<file path="config.mk">
export PLATFORM = sky130hd
export DESIGN_NAME = pfm_pad_mux
export DESIGN_NICKNAME = d
export VERILOG_FILES = /design/src/hdl/pfm_pad_cell.v /design/src/hdl/pfm_pad_mux.v
export VERILOG_INCLUDE_DIRS = /design/src /design/src/hdl
export SDC_FILE = /design/constraint.sdc
export NUM_CORES = 1
export LEC_CHECK = 0
export BUFFER_PORTS_ARGS = -buffer_cell sky130_fd_sc_hd__buf_2
export CAP_MARGIN = 20
export CORE_UTILIZATION = 52
export DETAILED_ROUTE_END_ITERATION = 16
export PLACE_DENSITY = 0.92
export SETUP_SLACK_MARGIN = 0.15
export SLEW_MARGIN = 20
export SYNTH_ARGS = -nofsm -noshare
export SYNTH_HDL_FRONTEND = slang
export SYNTH_SLANG_ARGS = --single-unit
</file>
<file path="constraint.sdc">
create_clock -name CLK_SYS -period 3.7 [get_ports CLK_SYS]
set_clock_uncertainty 0.2 [all_clocks]
set_input_delay 0 -clock CLK_SYS [delete_from_list [all_inputs] [get_ports CLK_SYS]]
set_output_delay 0 -clock CLK_SYS [all_outputs]
set_load 0.1 [all_outputs]
</file>
<file path="src/hdl/pfm_map.vh">
/*
   Constants for the five-pad function multiplexer: select codes per pad,
   low-power pad modes and reset values. Assumes inclusion by pfm_pad_mux.v.
*/
`ifndef PFM_MAP_VH
`define PFM_MAP_VH

`define PFM_SEL_W           4
`define PFM_SEL_RST         4'h0
`define PFM_SEL_GPIO        4'h0

`define PFM_P10_I2C_CLK     4'h1
`define PFM_P10_PWM_SIX     4'h3
`define PFM_P10_SD_CLK      4'h6
`define PFM_P10_UART2_TX    4'h7
`define PFM_P10_CAP_ONE     4'hC

`define PFM_P11_I2C_DATA    4'h1
`define PFM_P11_PWM_SEVEN   4'h3
`define PFM_P11_PIX_CLK     4'h4
`define PFM_P11_SD_CMD      4'h6
`define PFM_P11_UART2_RX    4'h7
`define PFM_P11_CAP_TWO     4'hC
`define PFM_P11_AUD_FSYNC   4'hD

`define PFM_P12_AUD_BCLK    4'h3
`define PFM_P12_CAM_VSYNC   4'h4
`define PFM_P12_I2C_CLK     4'h5
`define PFM_P12_SECOND_UART_TRANSMIT    4'h7
`define PFM_P12_CAP_THREE   4'hC

`define PFM_P13_CAM_HSYNC   4'h4
`define PFM_P13_I2C_DATA    4'h5
`define PFM_P13_SECOND_UART_RECEIVE    4'h7
`define PFM_P13_CAP_FOUR    4'hC

`define PFM_P14_CAM_DATA    4'h4
`define PFM_P14_I2C_CLK     4'h5
`define PFM_P14_SPI_CLK     4'h7
`define PFM_P14_CAP_FIVE    4'hC

`define PFM_LPM_HIZ         2'h0
`define PFM_LPM_PULL_UP     2'h1
`define PFM_LPM_PULL_DN     2'h2
`define PFM_LPM_DRIVE       2'h3

`define PFM_LPF_NONE        2'h0
`define PFM_LPF_HIGH        2'h1
`define PFM_LPF_LOW         2'h2

`endif

</file>
<file path="src/hdl/pfm_pad_cell.v">
/*
   One pad cell: registered pad drive, enable and pulls, chosen from the
   active function, the low-power state and the reset pin; plus a
   two-stage synchroniser for the pad's input level.
   Assumes all control inputs are already on CLK_SYS.
*/
`timescale 1ns/10ps
`include "pfm_map.vh"

module pfm_pad_cell (
   input  wire       clk,
   input  wire       srst,
   input  wire       rst_pin_low,
   input  wire       deep_sleep,
   input  wire       hibernate,
   input  wire       fn_out,
   input  wire       fn_oe,
   input  wire       fn_od,
   input  wire [1:0] lp_fix,
   input  wire [1:0] lp_mode,
   input  wire       lp_level,
   input  wire       pad_in,
   output reg        pad_out_ff,
   output reg        pad_oe_ff,
   output reg        pull_up_ff,
   output reg        pull_dn_ff,
   output reg        in_sync_ff
);

reg in_meta_ff;
reg nxt_out;
reg nxt_oe;
reg nxt_pu;
reg nxt_pd;

////////////////////////////////////////////////////////////////////////////////
// Pad state selection

always @* begin
   nxt_out = 1'b0;
   nxt_oe  = 1'b0;
   nxt_pu  = 1'b0;
   nxt_pd  = 1'b0;
   if (rst_pin_low) begin
      nxt_oe = 1'b0;
   end else if (hibernate || (deep_sleep && lp_fix == `PFM_LPF_NONE)) begin
      // Sleep setting applies in hibernate whatever function is selected, in deep sleep only where the function sets no fixed level
      case (lp_mode)
         `PFM_LPM_PULL_UP: nxt_pu = 1'b1;
         `PFM_LPM_PULL_DN: nxt_pd = 1'b1;
         `PFM_LPM_DRIVE: begin
            nxt_oe  = 1'b1;
            nxt_out = lp_level;
         end
         default: nxt_oe = 1'b0;
      endcase
   end else if (deep_sleep) begin
      nxt_oe  = 1'b1;
      nxt_out = (lp_fix == `PFM_LPF_HIGH);
   end else if (fn_od) begin
      nxt_oe  = fn_oe;
      nxt_out = 1'b0;
   end else begin
      nxt_oe  = fn_oe;
      nxt_out = fn_out;
   end
end

always @(posedge clk) begin
   if (srst) begin
      pad_out_ff <= 1'b0;
      pad_oe_ff  <= 1'b0;
      pull_up_ff <= 1'b0;
      pull_dn_ff <= 1'b0;
      in_meta_ff <= 1'b0;
      in_sync_ff <= 1'b0;
   end else begin
      pad_out_ff <= nxt_out;
      pad_oe_ff  <= nxt_oe;
      pull_up_ff <= nxt_pu;
      pull_dn_ff <= nxt_pd;
      in_meta_ff <= pad_in;
      in_sync_ff <= in_meta_ff;
   end
end

endmodule // pfm_pad_cell

</file>
<file path="src/hdl/pfm_pad_mux.v">
/*
   Function multiplexer for the five pads general I/O lines ten to fourteen
   (bit 0 = line ten ... bit 4 = line fourteen). Routes peripheral signals
   to pads by per-pad select code and fixes pad state in deep sleep,
   hibernate and while the external reset pin is low.
   Assumes peripherals, select strobes and sleep levels are on CLK_SYS;
   pad inputs and the reset pin are asynchronous.
*/
`timescale 1ns/10ps
`include "pfm_map.vh"

module pfm_pad_mux #(
   parameter NPAD = 5
) (
   input  wire                 CLK_SYS,
   input  wire                 SRST,
   input  wire                 ACTIVE_LOW_RESET_INPUT_N,
   input  wire                 LOW_POWER_DEEP_SLEEP,
   input  wire                 HIBERNATE,
   input  wire [NPAD-1:0]      SEL_LOAD,
   input  wire [3:0]           SEL_LINE_TEN,
   input  wire [3:0]           SEL_LINE_ELEVEN,
   input  wire [3:0]           SEL_LINE_TWELVE,
   input  wire [3:0]           SEL_LINE_THIRTEEN,
   input  wire [3:0]           SEL_LINE_FOURTEEN,
   input  wire [2*NPAD-1:0]    SLEEP_MODE,
   input  wire [NPAD-1:0]      SLEEP_LEVEL,
   input  wire [NPAD-1:0]      GENERAL_IO_OUT,
   input  wire [NPAD-1:0]      GENERAL_IO_OE,
   input  wire                 I2C_CLOCK_PULL_LOW,
   input  wire                 I2C_DATA_PULL_LOW,
   input  wire                 TIMER_PWM_OUT_SIX,
   input  wire                 TIMER_PWM_OUT_SEVEN,
   input  wire                 SD_CARD_CLOCK,
   input  wire                 SD_CARD_COMMAND_PULL_LOW,
   input  wire                 SECOND_UART_TRANSMIT,
   input  wire                 FIRST_UART_TRANSMIT,
   input  wire                 CAMERA_PIXEL_CLOCK_OUT,
   input  wire                 AUDIO_FRAME_SYNC_OUT,
   input  wire                 AUDIO_BIT_CLOCK_OUT,
   input  wire                 SPI_CLOCK_OUT,
   input  wire                 SPI_CLOCK_OE,
   input  wire [NPAD-1:0]      PAD_IN,
   output wire [NPAD-1:0]      PAD_OUT,
   output wire [NPAD-1:0]      PAD_OE,
   output wire [NPAD-1:0]      PAD_PULL_UP,
   output wire [NPAD-1:0]      PAD_PULL_DOWN,
   output reg  [NPAD-1:0]      GENERAL_IO_IN,
   output reg                  I2C_CLOCK_IN,
   output reg                  I2C_DATA_IN,
   output reg                  SD_CARD_COMMAND_IN,
   output reg                  SECOND_UART_RECEIVE,
   output reg                  FIRST_UART_RECEIVE,
   output reg                  CAMERA_VERTICAL_SYNC,
   output reg                  CAMERA_HORIZONTAL_SYNC,
   output reg                  CAMERA_DATA_BIT,
   output reg                  SPI_CLOCK_IN,
   output reg  [NPAD-1:0]      TIMER_CAPTURE_IN
);

reg  [3:0]        sel_ten_ff;
reg  [3:0]        sel_eleven_ff;
reg  [3:0]        sel_twelve_ff;
reg  [3:0]        sel_thirteen_ff;
reg  [3:0]        sel_fourteen_ff;
reg               rst_meta_ff;
reg               rst_sync_ff;
reg  [NPAD-1:0]   fn_out;
reg  [NPAD-1:0]   fn_oe;
reg  [NPAD-1:0]   fn_od;
reg  [2*NPAD-1:0] lp_fix;
reg               nxt_i2c_clk;
reg               nxt_i2c_dat;
reg               nxt_sd_cmd;
reg               nxt_uart2_rx;
reg               nxt_second_uart_receive;
reg               nxt_vsync;
reg               nxt_hsync;
reg               nxt_cam_dat;
reg               nxt_spi_clk;
reg  [NPAD-1:0]   nxt_cap;
wire [NPAD-1:0]   in_sync;

////////////////////////////////////////////////////////////////////////////////
// Select codes and reset pin synchroniser

always @(posedge CLK_SYS) begin
   if (SRST) begin
      sel_ten_ff      <= `PFM_SEL_RST;
      sel_eleven_ff   <= `PFM_SEL_RST;
      sel_twelve_ff   <= `PFM_SEL_RST;
      sel_thirteen_ff <= `PFM_SEL_RST;
      sel_fourteen_ff <= `PFM_SEL_RST;
      rst_meta_ff     <= 1'b0;
      rst_sync_ff     <= 1'b0;
   end else begin
      if (SEL_LOAD[0]) sel_ten_ff      <= SEL_LINE_TEN;
      if (SEL_LOAD[1]) sel_eleven_ff   <= SEL_LINE_ELEVEN;
      if (SEL_LOAD[2]) sel_twelve_ff   <= SEL_LINE_TWELVE;
      if (SEL_LOAD[3]) sel_thirteen_ff <= SEL_LINE_THIRTEEN;
      if (SEL_LOAD[4]) sel_fourteen_ff <= SEL_LINE_FOURTEEN;
      rst_meta_ff <= ACTIVE_LOW_RESET_INPUT_N;
      rst_sync_ff <= rst_meta_ff;
   end
end

////////////////////////////////////////////////////////////////////////////////
// Function routing; shared inputs (I2C clock and data) are wired-AND

always @* begin
   fn_out       = {NPAD{1'b0}};
   fn_oe        = {NPAD{1'b0}};
   fn_od        = {NPAD{1'b0}};
   lp_fix       = {2*NPAD{1'b0}};
   nxt_i2c_clk  = 1'b1;
   nxt_i2c_dat  = 1'b1;
   nxt_sd_cmd   = 1'b1;
   nxt_uart2_rx = 1'b1;
   nxt_second_uart_receive = 1'b1;
   nxt_vsync    = 1'b0;
   nxt_hsync    = 1'b0;
   nxt_cam_dat  = 1'b0;
   nxt_spi_clk  = 1'b0;
   nxt_cap      = {NPAD{1'b0}};

   case (sel_ten_ff)
      `PFM_SEL_GPIO: begin
         fn_out[0] = GENERAL_IO_OUT[0];
         fn_oe[0]  = GENERAL_IO_OE[0];
      end
      `PFM_P10_I2C_CLK: begin
         fn_od[0]    = 1'b1;
         fn_oe[0]    = I2C_CLOCK_PULL_LOW;
         nxt_i2c_clk = nxt_i2c_clk & in_sync[0];
      end
      `PFM_P10_PWM_SIX: begin
         fn_out[0] = TIMER_PWM_OUT_SIX;
         fn_oe[0]  = 1'b1;
      end
      `PFM_P10_SD_CLK: begin
         fn_out[0]  = SD_CARD_CLOCK;
         fn_oe[0]   = 1'b1;
         lp_fix[1:0] = `PFM_LPF_LOW;
      end
      `PFM_P10_UART2_TX: begin
         fn_out[0]  = SECOND_UART_TRANSMIT;
         fn_oe[0]   = 1'b1;
         lp_fix[1:0] = `PFM_LPF_HIGH;
      end
      `PFM_P10_CAP_ONE: nxt_cap[0] = in_sync[0];
      default: fn_oe[0] = 1'b0;
   endcase

   case (sel_eleven_ff)
      `PFM_SEL_GPIO: begin
         fn_out[1] = GENERAL_IO_OUT[1];
         fn_oe[1]  = GENERAL_IO_OE[1];
      end
      `PFM_P11_I2C_DATA: begin
         fn_od[1]    = 1'b1;
         fn_oe[1]    = I2C_DATA_PULL_LOW;
         nxt_i2c_dat = nxt_i2c_dat & in_sync[1];
      end
      `PFM_P11_PWM_SEVEN: begin
         fn_out[1] = TIMER_PWM_OUT_SEVEN;
         fn_oe[1]  = 1'b1;
      end
      `PFM_P11_PIX_CLK: begin
         fn_out[1]  = CAMERA_PIXEL_CLOCK_OUT;
         fn_oe[1]   = 1'b1;
         lp_fix[3:2] = `PFM_LPF_LOW;
      end
      `PFM_P11_SD_CMD: begin
         fn_od[1]   = 1'b1;
         fn_oe[1]   = SD_CARD_COMMAND_PULL_LOW;
         nxt_sd_cmd = in_sync[1];
      end
      `PFM_P11_UART2_RX: nxt_uart2_rx = in_sync[1];
      `PFM_P11_CAP_TWO:  nxt_cap[1]   = in_sync[1];
      `PFM_P11_AUD_FSYNC: begin
         fn_out[1] = AUDIO_FRAME_SYNC_OUT;
         fn_oe[1]  = 1'b1;
      end
      default: fn_oe[1] = 1'b0;
   endcase

   case (sel_twelve_ff)
      `PFM_SEL_GPIO: begin
         fn_out[2] = GENERAL_IO_OUT[2];
         fn_oe[2]  = GENERAL_IO_OE[2];
      end
      `PFM_P12_AUD_BCLK: begin
         fn_out[2] = AUDIO_BIT_CLOCK_OUT;
         fn_oe[2]  = 1'b1;
      end
      `PFM_P12_CAM_VSYNC: nxt_vsync = in_sync[2];
      `PFM_P12_I2C_CLK: begin
         fn_od[2]    = 1'b1;
         fn_oe[2]    = I2C_CLOCK_PULL_LOW;
         nxt_i2c_clk = nxt_i2c_clk & in_sync[2];
      end
      `PFM_P12_SECOND_UART_TRANSMIT: begin
         fn_out[2]  = FIRST_UART_TRANSMIT;
         fn_oe[2]   = 1'b1;
         lp_fix[5:4] = `PFM_LPF_HIGH;
      end
      `PFM_P12_CAP_THREE: nxt_cap[2] = in_sync[2];
      default: fn_oe[2] = 1'b0;
   endcase

   case (sel_thirteen_ff)
      `PFM_SEL_GPIO: begin
         fn_out[3] = GENERAL_IO_OUT[3];
         fn_oe[3]  = GENERAL_IO_OE[3];
      end
      `PFM_P13_CAM_HSYNC: nxt_hsync = in_sync[3];
      `PFM_P13_I2C_DATA: begin
         fn_od[3]    = 1'b1;
         fn_oe[3]    = I2C_DATA_PULL_LOW;
         nxt_i2c_dat = nxt_i2c_dat & in_sync[3];
      end
      `PFM_P13_SECOND_UART_RECEIVE: nxt_second_uart_receive = in_sync[3];
      `PFM_P13_CAP_FOUR: nxt_cap[3]   = in_sync[3];
      default: fn_oe[3] = 1'b0;
   endcase

   case (sel_fourteen_ff)
      `PFM_SEL_GPIO: begin
         fn_out[4] = GENERAL_IO_OUT[4];
         fn_oe[4]  = GENERAL_IO_OE[4];
      end
      `PFM_P14_CAM_DATA: nxt_cam_dat = in_sync[4];
      `PFM_P14_I2C_CLK: begin
         fn_od[4]    = 1'b1;
         fn_oe[4]    = I2C_CLOCK_PULL_LOW;
         nxt_i2c_clk = nxt_i2c_clk & in_sync[4];
      end
      `PFM_P14_SPI_CLK: begin
         fn_out[4]   = SPI_CLOCK_OUT;
         fn_oe[4]    = SPI_CLOCK_OE;
         nxt_spi_clk = in_sync[4];
      end
      `PFM_P14_CAP_FIVE: nxt_cap[4] = in_sync[4];
      default: fn_oe[4] = 1'b0;
   endcase
end

always @(posedge CLK_SYS) begin
   if (SRST) begin
      GENERAL_IO_IN          <= {NPAD{1'b0}};
      I2C_CLOCK_IN           <= 1'b1;
      I2C_DATA_IN            <= 1'b1;
      SD_CARD_COMMAND_IN     <= 1'b1;
      SECOND_UART_RECEIVE    <= 1'b1;
      FIRST_UART_RECEIVE     <= 1'b1;
      CAMERA_VERTICAL_SYNC   <= 1'b0;
      CAMERA_HORIZONTAL_SYNC <= 1'b0;
      CAMERA_DATA_BIT        <= 1'b0;
      SPI_CLOCK_IN           <= 1'b0;
      TIMER_CAPTURE_IN       <= {NPAD{1'b0}};
   end else begin
      GENERAL_IO_IN          <= in_sync;
      I2C_CLOCK_IN           <= nxt_i2c_clk;
      I2C_DATA_IN            <= nxt_i2c_dat;
      SD_CARD_COMMAND_IN     <= nxt_sd_cmd;
      SECOND_UART_RECEIVE    <= nxt_uart2_rx;
      FIRST_UART_RECEIVE     <= nxt_second_uart_receive;
      CAMERA_VERTICAL_SYNC   <= nxt_vsync;
      CAMERA_HORIZONTAL_SYNC <= nxt_hsync;
      CAMERA_DATA_BIT        <= nxt_cam_dat;
      SPI_CLOCK_IN           <= nxt_spi_clk;
      TIMER_CAPTURE_IN       <= nxt_cap;
   end
end

////////////////////////////////////////////////////////////////////////////////
// Pad cells

genvar gi;
generate
   for (gi = 0; gi < NPAD; gi = gi + 1) begin : g_pad
      pfm_pad_cell u_cell (
         .clk         (CLK_SYS),
         .srst        (SRST),
         .rst_pin_low (~rst_sync_ff),
         .deep_sleep  (LOW_POWER_DEEP_SLEEP),
         .hibernate   (HIBERNATE),
         .fn_out      (fn_out[gi]),
         .fn_oe       (fn_oe[gi]),
         .fn_od       (fn_od[gi]),
         .lp_fix      (lp_fix[2*gi+1:2*gi]),
         .lp_mode     (SLEEP_MODE[2*gi+1:2*gi]),
         .lp_level    (SLEEP_LEVEL[gi]),
         .pad_in      (PAD_IN[gi]),
         .pad_out_ff  (PAD_OUT[gi]),
         .pad_oe_ff   (PAD_OE[gi]),
         .pull_up_ff  (PAD_PULL_UP[gi]),
         .pull_dn_ff  (PAD_PULL_DOWN[gi]),
         .in_sync_ff  (in_sync[gi])
      );
   end
endgenerate

endmodule // pfm_pad_mux

</file>
# After elaboration in Yosys (flattened, before gate mapping)
# Index checks and enable logic that the tools add are counted.
# classes
eq_ne,43
n_mux,68
n_bitwise,20
reduce_logical,36
# op_table
operator,count
$mux 1,57
$eq 4x3->1 const B,14
$reduce_or 2->1,15
$eq 4x4->1 const B,6
$eq 2x2->1 const B,10
$logic_not 4->1,5
$reduce_or 3->1,6
$not 1->1,17
$eq 2x1->1 const B,7
$eq 4x2->1 const B,3
$pmux 1 s3,4
$pmux 1 s4,3
$eq 4x1->1 const B,2
$logic_not 2->1,3
$logic_or 1x1->1,4
$pmux 1 s2,2
$pmux 2 s2,1
$and 1x1->1,3
$logic_and 1x1->1,3
$mux 2,1
$eq 1x1->1 const B,1
# word_totals
ff_bits,71
in_bits,73
out_inout_bits,39
word_cells,219

# Logic depth before layout (Yosys ltp)
# Gate-level depths: netlist of run 1.
# depth
depth_word,7
depth_mapped,6
depth_no_buf,4

# Cells and area by module
# From an unflattened synthesis of run 1, not the netlist that was laid out.
# unflattened
hier_cells,306
hier_area_um2,2900.3
# by_module_without_submodules
mod,instances,cells_per_inst,area_each_um2,seq_area_each_um2
pfm_pad_mux,1,196,1767.9,820.8
pfm_pad_cell,5,22,226.5,120.1

# Worst setup path after synthesis of run 1
# OpenSTA, ideal clock, no wires.
# synth_path
path_kind,flip-flop to flip-flop
startpoint,reg sel_ten_ff[0]
endpoint,reg g_pad[0].u_cell.pad_out_ff
setup_ns,0.074
t_arrival_ns,1.289
required_time_ns,3.426
path_slack_ns,2.137
path_stages_with_launch,6
n_path_buf,1
synth_period_minus_slack_ns,1.563
path_cell_list,dfxtp_1 -> buf_6 -> nor4b_2 -> a311oi_1 -> or4_1 -> a31oi_1
# synth_between
elab_chain_len,6
elab_cells_between_ends,15
cone_classes,5 x eq/ne; 6 x mux; 4 x reduce/logical
# synth_lines
item,line_no,rtl
start: declaration,pfm_pad_mux.v:61,reg [3:0] sel_ten_ff;
start signal: assignment,pfm_pad_mux.v:89,sel_ten_ff <= `PFM_SEL_RST;
$eq 4x3->1,pfm_pad_mux.v:126,case (sel_ten_ff)
$pmux 2 s2,pfm_pad_mux.v:126,
$logic_not 2->1 (no line),n/a,
$logic_and 1x1->1 (no line),n/a,
$logic_or 1x1->1,pfm_pad_cell.v:46,end else if (hibernate || (deep_sleep && lp_fix == `PFM_LPF_NONE)) begin
$mux 1 (*),pfm_pad_cell.v:46,
end signal: assignment,pfm_pad_cell.v:78,pad_out_ff <= nxt_out;
end: declaration,pfm_pad_cell.v:23,"output reg pad_out_ff,"
# Mark *: on every way between the ends. The rest lies on a longest branch, timed or not.
# A chain may end at the register's enable or synchronous reset.

# Worst setup path in the final report of run 1
# layout_path
startpoint,reg sel_twelve_ff[2]
endpoint,reg g_pad[2].u_cell.pad_oe_ff
# layout_between
elab_chain_len,6
elab_cells_between_ends,12
cone_classes,3 x eq/ne; 4 x mux; 5 x reduce/logical
# layout_lines
item,line_no,rtl
start: declaration,pfm_pad_mux.v:63,reg [3:0] sel_twelve_ff;
start signal: assignment,pfm_pad_mux.v:91,sel_twelve_ff <= `PFM_SEL_RST;
branches (longest 5 deep; another with $eq 4x3->1),n/a,
$mux 1 (*),pfm_pad_cell.v:46,
end signal: assignment,pfm_pad_cell.v:79,pad_oe_ff <= nxt_oe;
end: declaration,pfm_pad_cell.v:24,"output reg pad_oe_ff,"
# Every way passes the cells marked *.

==> flow_metrics.py, run 1 <==
metrics = {
    "cells_and_area": {
        "diodes": 0,
        "finalNetCount": 540,
        "area_growth_syn_to_layout_pct": 49.2,
        "layout-drive-gt1-share": 0.275,
        "num-fill-cells": 306,
    },
    "yosys": {
        "ys_warn_count": 0,
        "yosysSeqAreaShare": 0.486,
        "netlist_area_mm2": 0.00293,
        "ys_ff_latch": 71,
        "synth-edff-count": 0,
        "synth.area.top_cells": "dfxtp_1 49%, mux2i_1 6.8%, buf_4 5.1%",
        "netlist_instances": 299,
        "synth-async-reset-ratio": 0,
        "synthFlopType": "dfxtp_1",
        "synth.avg_cell_area_um2": 9.79,
        "post-synth-top-area-cell": "dfxtp_1",
        "synth.top_cell.area_share": 0.486,
        "synth_fp_nets": 372,
        "yosysUniqueCellTypes": 49,
    },
    "timing": {
        "hold_viol": 0,
        "period_minus_slack_ps": 2860,
        "rsz0062_at_grt": "false",
        "worst_pin_slew_ps": 745,
        "slew_violations": 0,
        "worst_slack_ps": 839,
        "slew_headroom": 0.504,
        "max_freq_ghz": 0.349,
        "setup_viol": 0,
        "fin_crit_sh": 0.773,
        "setup_tns_ps": 0,
    },
    "route": {
        "routedWlPerCell_um": 16.5,
        "vias_per_cell": 5.51,
        "drt_iter0_drc": 132,
        "route.detailed.drc": 0,
        "vias": 2986,
        "drt_wl_total_mm": 8.97,
        "dr.pass1.iters": 5,
        "antenna_left": 0,
    },
    "grt": {
        "grt_max_degree": 44,
        "busiest_layer": "met2",
        "grt_overflow": 0,
        "antenna_found_initial": 0,
        "met1_usage": 0.353,
        "grt.total_usage": 0.313,
        "grt_use_met3": 0.0571,
        "met2_usage": 0.546,
        "grt_pass1_vias": 3041,
        "grt_first_pass_wirelength_mm": 14.2,
    },
    "worst_hold_path": {
        "hold_class": "in -> reg",
    },
    "run": {
        "maxCapViolations": 0,
    },
    "power_and_ir_drop": {
        "irDropWorstVdd_uv": 266,
        "p_leak_uw": 0.00195,
        "switching_power_uw": 445,
        "clock_power_share": 0.342,
        "power_density_mw_per_mm2": 376,
        "sw_frac_of_total": 0.271,
        "pwr-share-seq": 0.499,
        "pwr-share-comb": 0.158,
        "intPower_uw": 1200,
    },
    "clock_tree": {
        "htree_levels": 3,
        "cts_buffer_depth": 2,
        "numCtsBuffers": 9,
        "cts_sinks": 71,
        "clock_latency_ps": 340,
        "path_clk_slew_ps": 70,
        "cts_root_buf": "clkbuf_8",
        "cts_tree": "built",
    },
    "place": {
        "gp_congestion": 0.821,
        "port_buffers": 111,
        "hpwl_mm": 4.61,
        "dpl_worst_slack_ps": 1860,
    },
    "critical_path": {
        "arrival_ps": 2950,
        "critPathTopFamily": "buffers and inverters",
        "crit_fanout": 6,
        "crit_chain": "nor4bb_1, a21oi_1, o21ai_0, dlygate4sd3_1, nor3b_1, dlygate4sd3_1",
        "required_ps": 3790,
        "cp_common_cell": "dlygate4sd3_1",
        "cp-end-kind": "flip-flop",
        "critPathKind": "reg -> reg",
        "path_buf_inv": 2,
        "startpoint_type": "flip-flop",
        "slowest_delay_ps": 590,
        "crit_slowest_cell": "dlygate4sd3_1",
    },
    "floorplanning": {
        "fp.dieW_um": 77.0,
        "dieArea_mm2": 0.00593,
        "ioPinCount": 112,
        "start_util": 0.555,
        "num_rows": 26,
        "die_height_um": 77.0,
        "design.core.area_mm2": 0.00527,
    },
    "status": {
        "run_status": "complete, no violations",
    },
}
[cell usage after synthesis, types with 6 or more instances]
cell      count
nor3_1        6
clkbuf_1     13
nand4_1       6
dfxtp_1      71
nor3b_1       6
nand2b_1      7
nor2_1       33
nor2b_1      18
nor4b_1      10
a21oi_1      14
buf_4        20
mux2i_1      20
[path summary, 6_finish.rpt]
| path | cells after the start | slack (ps) | from | end |
|---|---|---|---|---|
| worst max-delay path | 6 | 840 | sel_twelve_ff[2]$_SDFFE_PP0P_ | g_pad[2].u_cell.pad_oe_ff$_SDFF_PP0_ |
| worst min-delay path | 2 | 20 | SRST | sel_fourteen_ff[0]$_SDFFE_PP0P_ |
| worst max register to register | 6 | 840 | sel_twelve_ff[2]$_SDFFE_PP0P_ | g_pad[2].u_cell.pad_oe_ff$_SDFF_PP0_ |
| worst min register to register | 1 | 240 | g_pad[3].u_cell.in_meta_ff$_SDFF_PP0_ | g_pad[3].u_cell.in_sync_ff$_SDFF_PP0_ |
[logic make-up (layout without fill, tap and decap cells)]
family                 after synthesis  in the layout  share of synthesized area
AND/OR/NAND/NOR                    121            121                      0.254
XOR/XNOR                             2              2                    0.00599
flip-flops                          71             71                      0.486
AO/OA/AOI/OAI                       39             39                     0.0864
buffers and inverters               43            216                     0.0881
multiplexers                        23             23                     0.0799
[layer usage]
metal / wire (um) / up-vias
met5: 0 / -
met4: 375 / 0
met3: 471 / 31
met2: 4400 / 163
met1: 3720 / 1409
li1: - / 1383
[state kept, by name, indices dropped and copies added, names as in the netlist, 5 cells and up]
name	flops
GENERAL_IO_IN	5
TIMER_CAPTURE_IN	5
g_pad.u_cell.in_meta_ff	5
g_pad.u_cell.in_sync_ff	5
g_pad.u_cell.pad_oe_ff	5
g_pad.u_cell.pad_out_ff	5
g_pad.u_cell.pull_dn_ff	5
g_pad.u_cell.pull_up_ff	5
[worst reg2reg max path, stage by stage, from the launching register on]
cell and delay, ps:
dfxtp_1 450, nor4bb_1 560, a21oi_1 160, o21ai_0 90, dlygate4sd3_1 550, nor3b_1 200, dlygate4sd3_1 590
[timing repair]
action	CTS	global route
hold endpoints to repair	46	0
setup buffers	0	0
resized for setup	0	0
hold buffers	87	0
[power by group through the flow]
stage,Clock [uW],Combinational (uW),Sequential [uW]
finish,562,260,820
CTS,549,247,817
detailed placement,0,178,834
global placement,0,174,832
global route,587,277,823
floorplan,0,116,838
[stage by stage]
step / cells / cell area [um2] / power, uW / util / hold slack (ps)
after floorplan: 299 / 2930 / 954 / - / -128
after global placement: 439 / 3320 / 1010 / 0.630 / 2.41
after detailed placement: 439 / 3320 / 1010 / 0.630 / 4.56
after CTS: 542 / 4370 / 1610 / 0.828 / 13.4
after global routing: 542 / 4370 / 1690 / 0.828 / 65.3
final: 542 / 4370 / 1640 / 0.828 / 18.9
[cell type report]
| type | count | area (um2) | area share |
|---|---|---|---|
| repair buffers | 198 | 1430 | 0.327 |
| flip-flops and latches | 71 | 1420 | 0.326 |
| multi-input cells | 185 | 1250 | 0.286 |
| clock buffers | 12 | 155 | 0.0355 |
| well taps | 70 | 87.6 | 0.0201 |
| clock inverters | 4 | 20.0 | 0.00459 |
| inverters | 2 | 7.51 | 0.00172 |
[layout by cell type (no fill, tap or decap), types with 2 or more instances in the layout]
cell / netlist / final
a21o_1: 2 / 2
clkinv_2: 0 / 4
o21bai_1: 2 / 2
a22oi_1: 2 / 2
nor3b_1: 6 / 6
mux2_1: 3 / 3
nand4b_1: 2 / 2
inv_1: 2 / 2
mux2i_1: 20 / 20
nand3_1: 3 / 3
a311oi_1: 2 / 2
a211oi_1: 2 / 2
nand3b_1: 4 / 4
clkbuf_8: 0 / 11
nor4b_1: 10 / 10
and4_1: 4 / 4
nand2b_1: 7 / 7
o21ai_0: 3 / 3
dlygate4sd3_1: 0 / 87
a32oi_1: 3 / 3
nand2_1: 5 / 5
nor2b_1: 18 / 18
nor2_1: 33 / 33
nor4_1: 5 / 5
and4b_1: 2 / 2
nor3_1: 6 / 6
nand4_1: 6 / 6
buf_2: 5 / 111
a21oi_1: 14 / 14
dfxtp_1: 71 / 71
a31oi_1: 3 / 3
nor4bb_1: 2 / 2
No activity file was read; power rests on OpenSTA's default activity.
==> run 2, diff against run 1 <==
--- a/config.mk
+++ b/config.mk
@@ -8,9 +8,9 @@
 export LEC_CHECK = 0
 export BUFFER_PORTS_ARGS = -buffer_cell sky130_fd_sc_hd__buf_2
 export CAP_MARGIN = 20
-export CORE_UTILIZATION = 52
+export CORE_UTILIZATION = 48
 export DETAILED_ROUTE_END_ITERATION = 16
-export PLACE_DENSITY = 0.92
+export PLACE_DENSITY = 0.87
 export SETUP_SLACK_MARGIN = 0.15
 export SLEW_MARGIN = 20
 export SYNTH_ARGS = -nofsm -noshare
==> constraint.sdc (replaced) <==
create_clock -name CLK_SYS -period 2.65 [get_ports CLK_SYS]
set_clock_uncertainty 0.2 [all_clocks]
set_input_delay 0 -clock CLK_SYS [delete_from_list [all_inputs] [get_ports CLK_SYS]]
set_output_delay 0 -clock CLK_SYS [all_outputs]
set_load 0.1 [all_outputs]
==> run 2 against run 1 <==
Routed wire length down 7.9%. Flip-flop and latch count unchanged. Total power up 37%. Sequential power increased by 39%. Global-route usage decreased by 4.5 points. Sequential share of layout area is 0.74 points lower. First-iteration DRC count grew 32%. Non-clock buffer count grew 11. Worst setup slack got worse by 580 ps. Combinational power rose by 44%. Final area rose by 2.3%. Largest cell class unchanged.
==> flow_metrics.py, run 2 (synthesis gave the netlist of run 1 again) <==
metrics = {
    "status": {
        "run_status": "complete, no violations",
    },
    "clock_tree": {
        "cts_buffer_depth": 2,
        "cts_setup_buffers": 0,
        "cts_sinks": 71,
        "clock_latency_ps": 330,
        "cts_root_buf": "clkbuf_8",
        "htree_levels": 3,
        "numCtsBuffers": 9,
        "cts_tree": "built",
        "path_clk_slew_ps": 70,
    },
    "grt": {
        "grt_max_degree": 25,
        "grt_pass1_vias": 2859,
        "grt_first_pass_wirelength_mm": 12.9,
        "grt.total_usage": 0.268,
        "antenna_found_initial": 0,
        "grt_overflow": 0,
    },
    "place": {
        "hpwl_mm": 4.77,
        "gp_congestion": 0.832,
        "dpl_worst_slack_ps": 797,
        "dpl_cell_area_mm2": 0.00333,
        "port_buffers": 111,
        "place_inst": 445,
    },
    "timing": {
        "rsz0062_at_grt": "false",
        "fin_crit_sh": 0.903,
        "worst_pin_slew_ps": 564,
        "max_freq_ghz": 0.418,
        "hold_viol": 0,
        "setup_tns_ps": 0,
        "slew_violations": 0,
        "worst_slack_ps": 257,
        "setup_viol": 0,
        "period_minus_slack_ps": 2390,
        "slew_headroom": 0.624,
    },
    "worst_hold_path": {
        "min_to": "g_pad[1].u_cell.pad_oe_ff$_SDFF_PP0_",
        "hold-path-cell-count": 5,
        "min_from": "GENERAL_IO_OE[1]",
        "hold_class": "in -> reg",
    },
    "power_and_ir_drop": {
        "switching_power_uw": 588,
        "p_leak_uw": 0.00201,
        "pwr-share-seq": 0.507,
        "clock_power_share": 0.326,
        "intPower_uw": 1660,
        "pwr-share-comb": 0.167,
        "total_power_uw": 2250,
        "sw_frac_of_total": 0.261,
        "irDropWorstVdd_uv": 518,
        "power_density_mw_per_mm2": 504,
    },
    "route": {
        "vias": 2885,
        "routedWlPerCell_um": 14.8,
        "met3_length_um": 399,
        "wl_met1_mm": 3.47,
        "vias_per_cell": 5.18,
        "route.detailed.drc": 0,
        "antenna_left": 0,
        "drt_wl_total_mm": 8.26,
        "drt_iter0_drc": 174,
        "dr.pass1.iters": 5,
        "wl_met2_mm": 4.17,
        "highest_layer": "met4",
    },
    "cells_and_area": {
        "seq_area_mm2": 0.00142,
        "layout_commonest_cell": "buf_2",
        "num-fill-cells": 408,
        "finalInstanceArea_mm2": 0.00447,
        "finalNetCount": 551,
        "final_cell_mix": "111 x buf_2, 97 x dlygate4sd3_1, 71 x dfxtp_1, 32 x nor2_1, 20 x mux2i_1",
        "layout-drive-gt1-share": 0.268,
        "final-instance-count-excl-fill": 557,
        "area_growth_syn_to_layout_pct": 52.6,
        "multiInputGateArea_mm2": 0.00125,
        "diodes": 0,
    },
    "floorplanning": {
        "start_util": 0.497,
        "dieArea_mm2": 0.00641,
        "num_rows": 28,
        "fp.dieW_um": 80.1,
        "ioPinCount": 112,
        "design.core.area_mm2": 0.00589,
        "die_height_um": 80.1,
    },
    "critical_path": {
        "regToRegEndpoint": "g_pad[0].u_cell.pad_out_ff$_SDFF_PP0_",
        "cp-end-kind": "flip-flop",
        "r2r_start": "sel_ten_ff[1]$_SDFFE_PP0P_",
        "r2r_setup_slack_ps": 270,
        "arrival_ps": 2460,
        "critPathKind": "in -> reg",
        "crit_fanout": 10,
        "required_ps": 2720,
        "startpoint_type": "input pin",
        "reg2regPathDepth": 5,
    },
    "run": {
        "maxCapViolations": 0,
    },
}
-- run 2: cell count changes in the layout (fill, tap and decap cells not counted), sizes merged --
| cell | change |
|---|---|
| buf | +1 |
| clkbuf | +2 |
| clkinv | -3 |
| dlygate4sd3 | +10 |
-- run 2: timing repair --
| item | in CTS | in global routing |
|---|---|---|
| hold endpoints to repair | 50 | 0 |
| hold buffers | 97 | 0 |
| gates resized for setup | 0 | 2 |
| endpoints found under the setup margin | 0 | 2 |
-- run 2: how the worst max path moves through the flow --
stage	from	endpoint	slack, ps	depth (start not counted)
2_1_floorplan	sel_ten_ff[0]$_SDFFE_PP0P_	g_pad[0].u_cell.pad_out_ff$_SDFF_PP0_	1090	5
3_3_place_gp	sel_eleven_ff[2]$_SDFFE_PP0P_	g_pad[1].u_cell.pad_oe_ff$_SDFF_PP0_	900	4
3_5_place_dp	sel_eleven_ff[2]$_SDFFE_PP0P_	g_pad[1].u_cell.pad_oe_ff$_SDFF_PP0_	800	4
4_1_cts	HIBERNATE	g_pad[3].u_cell.pad_out_ff$_SDFF_PP0_	260	7
5_1_grt	sel_ten_ff[2]$_SDFFE_PP0P_	g_pad[0].u_cell.pad_out_ff$_SDFF_PP0_	200	5
6_report	HIBERNATE	g_pad[3].u_cell.pad_out_ff$_SDFF_PP0_	260	7
-- run 2: through the flow --
stage | util | hold slack, ps
6_report | 0.759 | 18.3
3_3_place_gp | 0.566 | 5.18
3_5_place_dp | 0.566 | 9.48
2_1_floorplan | - | -128
4_1_cts | 0.758 | 14.8
5_1_grt | 0.759 | 38.5
-- run 2: power groups by stage --
stage / sequential (uW) / combinational, uW / clock [uW]
floorplan: 1170 / 162 / 0
global placement: 1160 / 246 / 0
detailed placement: 1160 / 251 / 0
CTS: 1140 / 362 / 738
global route: 1150 / 402 / 798
finish: 1140 / 375 / 735
-- run 2: critical path, cell delays in order --
cell,delay [ps]
dlygate4sd3_1,530
buf_2,200
nor2_2,260
nand4_1,150
dlygate4sd3_1,590
a21oi_1,160
dlygate4sd3_1,580
-- run 2: layout make-up --
cell class,count,share of cell area
timing repair buffer,209,0.343
sequential,71,0.318
multi-input combinational,185,0.280
clock buffer,14,0.0342
tap,75,0.0210
inverter,2,0.00168
clock inverter,1,0.00112
-- run 2: metal layers --
metal	up-vias	GRT usage
li1	1398	-
met2	119	0.462
met4	0	0.138
met1	1351	0.314
met3	17	0.0534
met5	-	0
==> run 3, diff against run 2 <==
--- a/config.mk
+++ b/config.mk
@@ -6,7 +6,7 @@
 export SDC_FILE = /design/constraint.sdc
 export NUM_CORES = 1
 export LEC_CHECK = 0
-export BUFFER_PORTS_ARGS = -buffer_cell sky130_fd_sc_hd__buf_2
+export BUFFER_PORTS_ARGS = -buffer_cell sky130_fd_sc_hd__clkbuf_2
 export CAP_MARGIN = 20
 export CORE_UTILIZATION = 48
 export DETAILED_ROUTE_END_ITERATION = 16
==> run 3 against run 2 <==
Final cell count is 2.2% lower. Via count shrank 2.3%. Clock power increased by 51%. Critical path type is now reg -> reg. Largest cell class is now flip-flops and latches.
==> flow_metrics.py, run 3 (synthesis gave the netlist of run 1 again) <==
metrics = {
    "floorplanning": {
        "design.core.area_mm2": 0.00589,
        "die_height_um": 80.1,
        "start_util": 0.497,
        "fp.dieW_um": 80.1,
        "ioPinCount": 112,
        "num_rows": 28,
        "dieArea_mm2": 0.00641,
    },
    "run": {
        "maxCapViolations": 0,
    },
    "timing": {
        "fin_crit_sh": 0.909,
        "slew_violations": 0,
        "hold_viol": 0,
        "rsz0062_at_grt": "false",
        "worst_pin_slew_ps": 621,
        "slew_headroom": 0.586,
        "max_freq_ghz": 0.415,
        "setup_tns_ps": 0,
        "worst_slack_ps": 241,
        "period_minus_slack_ps": 2410,
        "fin_hold_ws_ps": 29.3,
        "setup_viol": 0,
    },
    "worst_hold_path": {
        "hold_class": "in -> reg",
        "min_from": "GENERAL_IO_OE[0]",
    },
    "power_and_ir_drop": {
        "clock_power_share": 0.425,
        "power_density_mw_per_mm2": 589,
        "total_power_uw": 2620,
        "sw_frac_of_total": 0.236,
        "irDropWorstVdd_uv": 420,
        "intPower_uw": 2000,
        "switching_power_uw": 617,
        "pwr-share-comb": 0.138,
        "p_leak_uw": 0.00197,
        "pwr-share-seq": 0.437,
    },
    "critical_path": {
        "slowest_delay_ps": 600,
        "crit_chain": "or4b_4, a21oi_2, a21oi_1, a311oi_1, dlygate4sd3_1",
        "crit_start": "sel_eleven_ff[3]$_SDFFE_PP0P_",
        "startpoint_type": "flip-flop",
        "critPathKind": "reg -> reg",
        "cp-end-kind": "flip-flop",
        "required_ps": 2730,
        "crit_slowest_cell": "or4b_4",
        "crit_fanout": 13,
        "arrival_ps": 2490,
        "r2r_start": "sel_eleven_ff[3]$_SDFFE_PP0P_",
    },
    "clock_tree": {
        "numCtsBuffers": 9,
        "cts_root_buf": "clkbuf_8",
        "cts_buffer_depth": 2,
        "cts_sinks": 71,
        "clock_latency_ps": 340,
        "path_clk_slew_ps": 70,
        "cts_tree": "built",
        "htree_levels": 3,
    },
    "cells_and_area": {
        "num-fill-cells": 415,
        "seq_area_mm2": 0.00142,
        "finalNetCount": 539,
        "diodes": 0,
        "area_growth_syn_to_layout_pct": 51.9,
        "multiInputGateArea_mm2": 0.00125,
        "layout_commonest_cell": "clkbuf_2",
        "layout-drive-gt1-share": 0.283,
        "final_cell_mix": "111 x clkbuf_2, 85 x dlygate4sd3_1, 70 x dfxtp_1, 32 x nor2_1, 20 x mux2i_1",
    },
    "place": {
        "gp_congestion": 0.835,
        "hpwl_mm": 4.65,
        "port_buffers": 111,
        "dpl_worst_slack_ps": 851,
    },
    "route": {
        "antenna_left": 0,
        "drt_wl_total_mm": 8.62,
        "drt_iter0_drc": 170,
        "dr.pass1.iters": 5,
        "route.detailed.drc": 0,
        "vias": 2819,
        "vias_per_cell": 5.17,
        "routedWlPerCell_um": 15.8,
    },
    "grt": {
        "grt.total_usage": 0.277,
        "grt_max_degree": 31,
        "antenna_found_initial": 0,
        "grt_pass1_vias": 2814,
        "grt_overflow": 0,
        "grt_first_pass_wirelength_mm": 13.2,
    },
    "status": {
        "run_status": "complete, no violations",
    },
}
[run 3: changes by cell type in the layout (fill, tap and decap cells not counted), moves of 4 or more]
cell / previous run / this run
buf_2: 111 / 0
bufinv_16: 0 / 4
clkbuf_1: 4 / 0
clkbuf_2: 0 / 111
dlygate4sd3_1: 97 / 85
[run 3: timing repair]
action / CTS / global route
endpoints found under the setup margin: 0 / 3
hold buffers: 85 / 0
resized for setup: 0 / 2
hold endpoints to repair: 46 / 0
buffers inserted: 0 / 0
[run 3: cell type report]
class                   instances  area share
flip-flops and latches         71       0.320
repair buffers                197       0.318
multi-input cells             185       0.281
clock inverters                 6      0.0301
clock buffers                   9      0.0279
well taps                      75      0.0211
inverters                       2     0.00169
[run 3: worst max-delay path, delay by kind of cell (launching register included)]
| family | cells | cell delay [ps] |
|---|---|---|
| AO/OA/AOI/OAI | 3 | 540 |
| buffers and inverters | 1 | 580 |
| flip-flops | 1 | 440 |
| AND/OR/NAND/NOR | 1 | 600 |
[run 3: final timing paths]
path                            slack [ps]                               endpoint  depth (start not counted)
worst max-delay path                   240   g_pad[1].u_cell.pad_oe_ff$_SDFF_PP0_                          5
worst min register to register         240  g_pad[3].u_cell.in_sync_ff$_SDFF_PP0_                          1
worst max register to register         240   g_pad[1].u_cell.pad_oe_ff$_SDFF_PP0_                          5
worst min-delay path                    30   g_pad[0].u_cell.pad_oe_ff$_SDFF_PP0_                          5
[run 3: per-layer routing]
| layer | global-route usage | part of all wire | up-vias |
|---|---|---|---|
| li1 | - | - | 1375 |
| met5 | 0 | 0 | - |
| met4 | 0.161 | 0.036 | 0 |
| met1 | 0.288 | 0.39 | 1304 |
| met3 | 0.0602 | 0.045 | 26 |
| met2 | 0.509 | 0.53 | 114 |
[run 3: power by group through the flow]
stage	sequential, uW	clock (uW)	combinational (uW)
CTS	1140	1120	346
global route	1150	1170	385
detailed placement	1170	0	250
finish	1140	1110	361
floorplan	1170	0	162
global placement	1160	0	245
[run 3: metrics by stage]
stage	utilization	instance area [um2]	cells
after global routing	0.755	4450	545
final	0.755	4450	545
after detailed placement	0.566	3330	445
after floorplan	-	2930	299
after global placement	0.566	3330	445
after CTS	0.755	4440	545
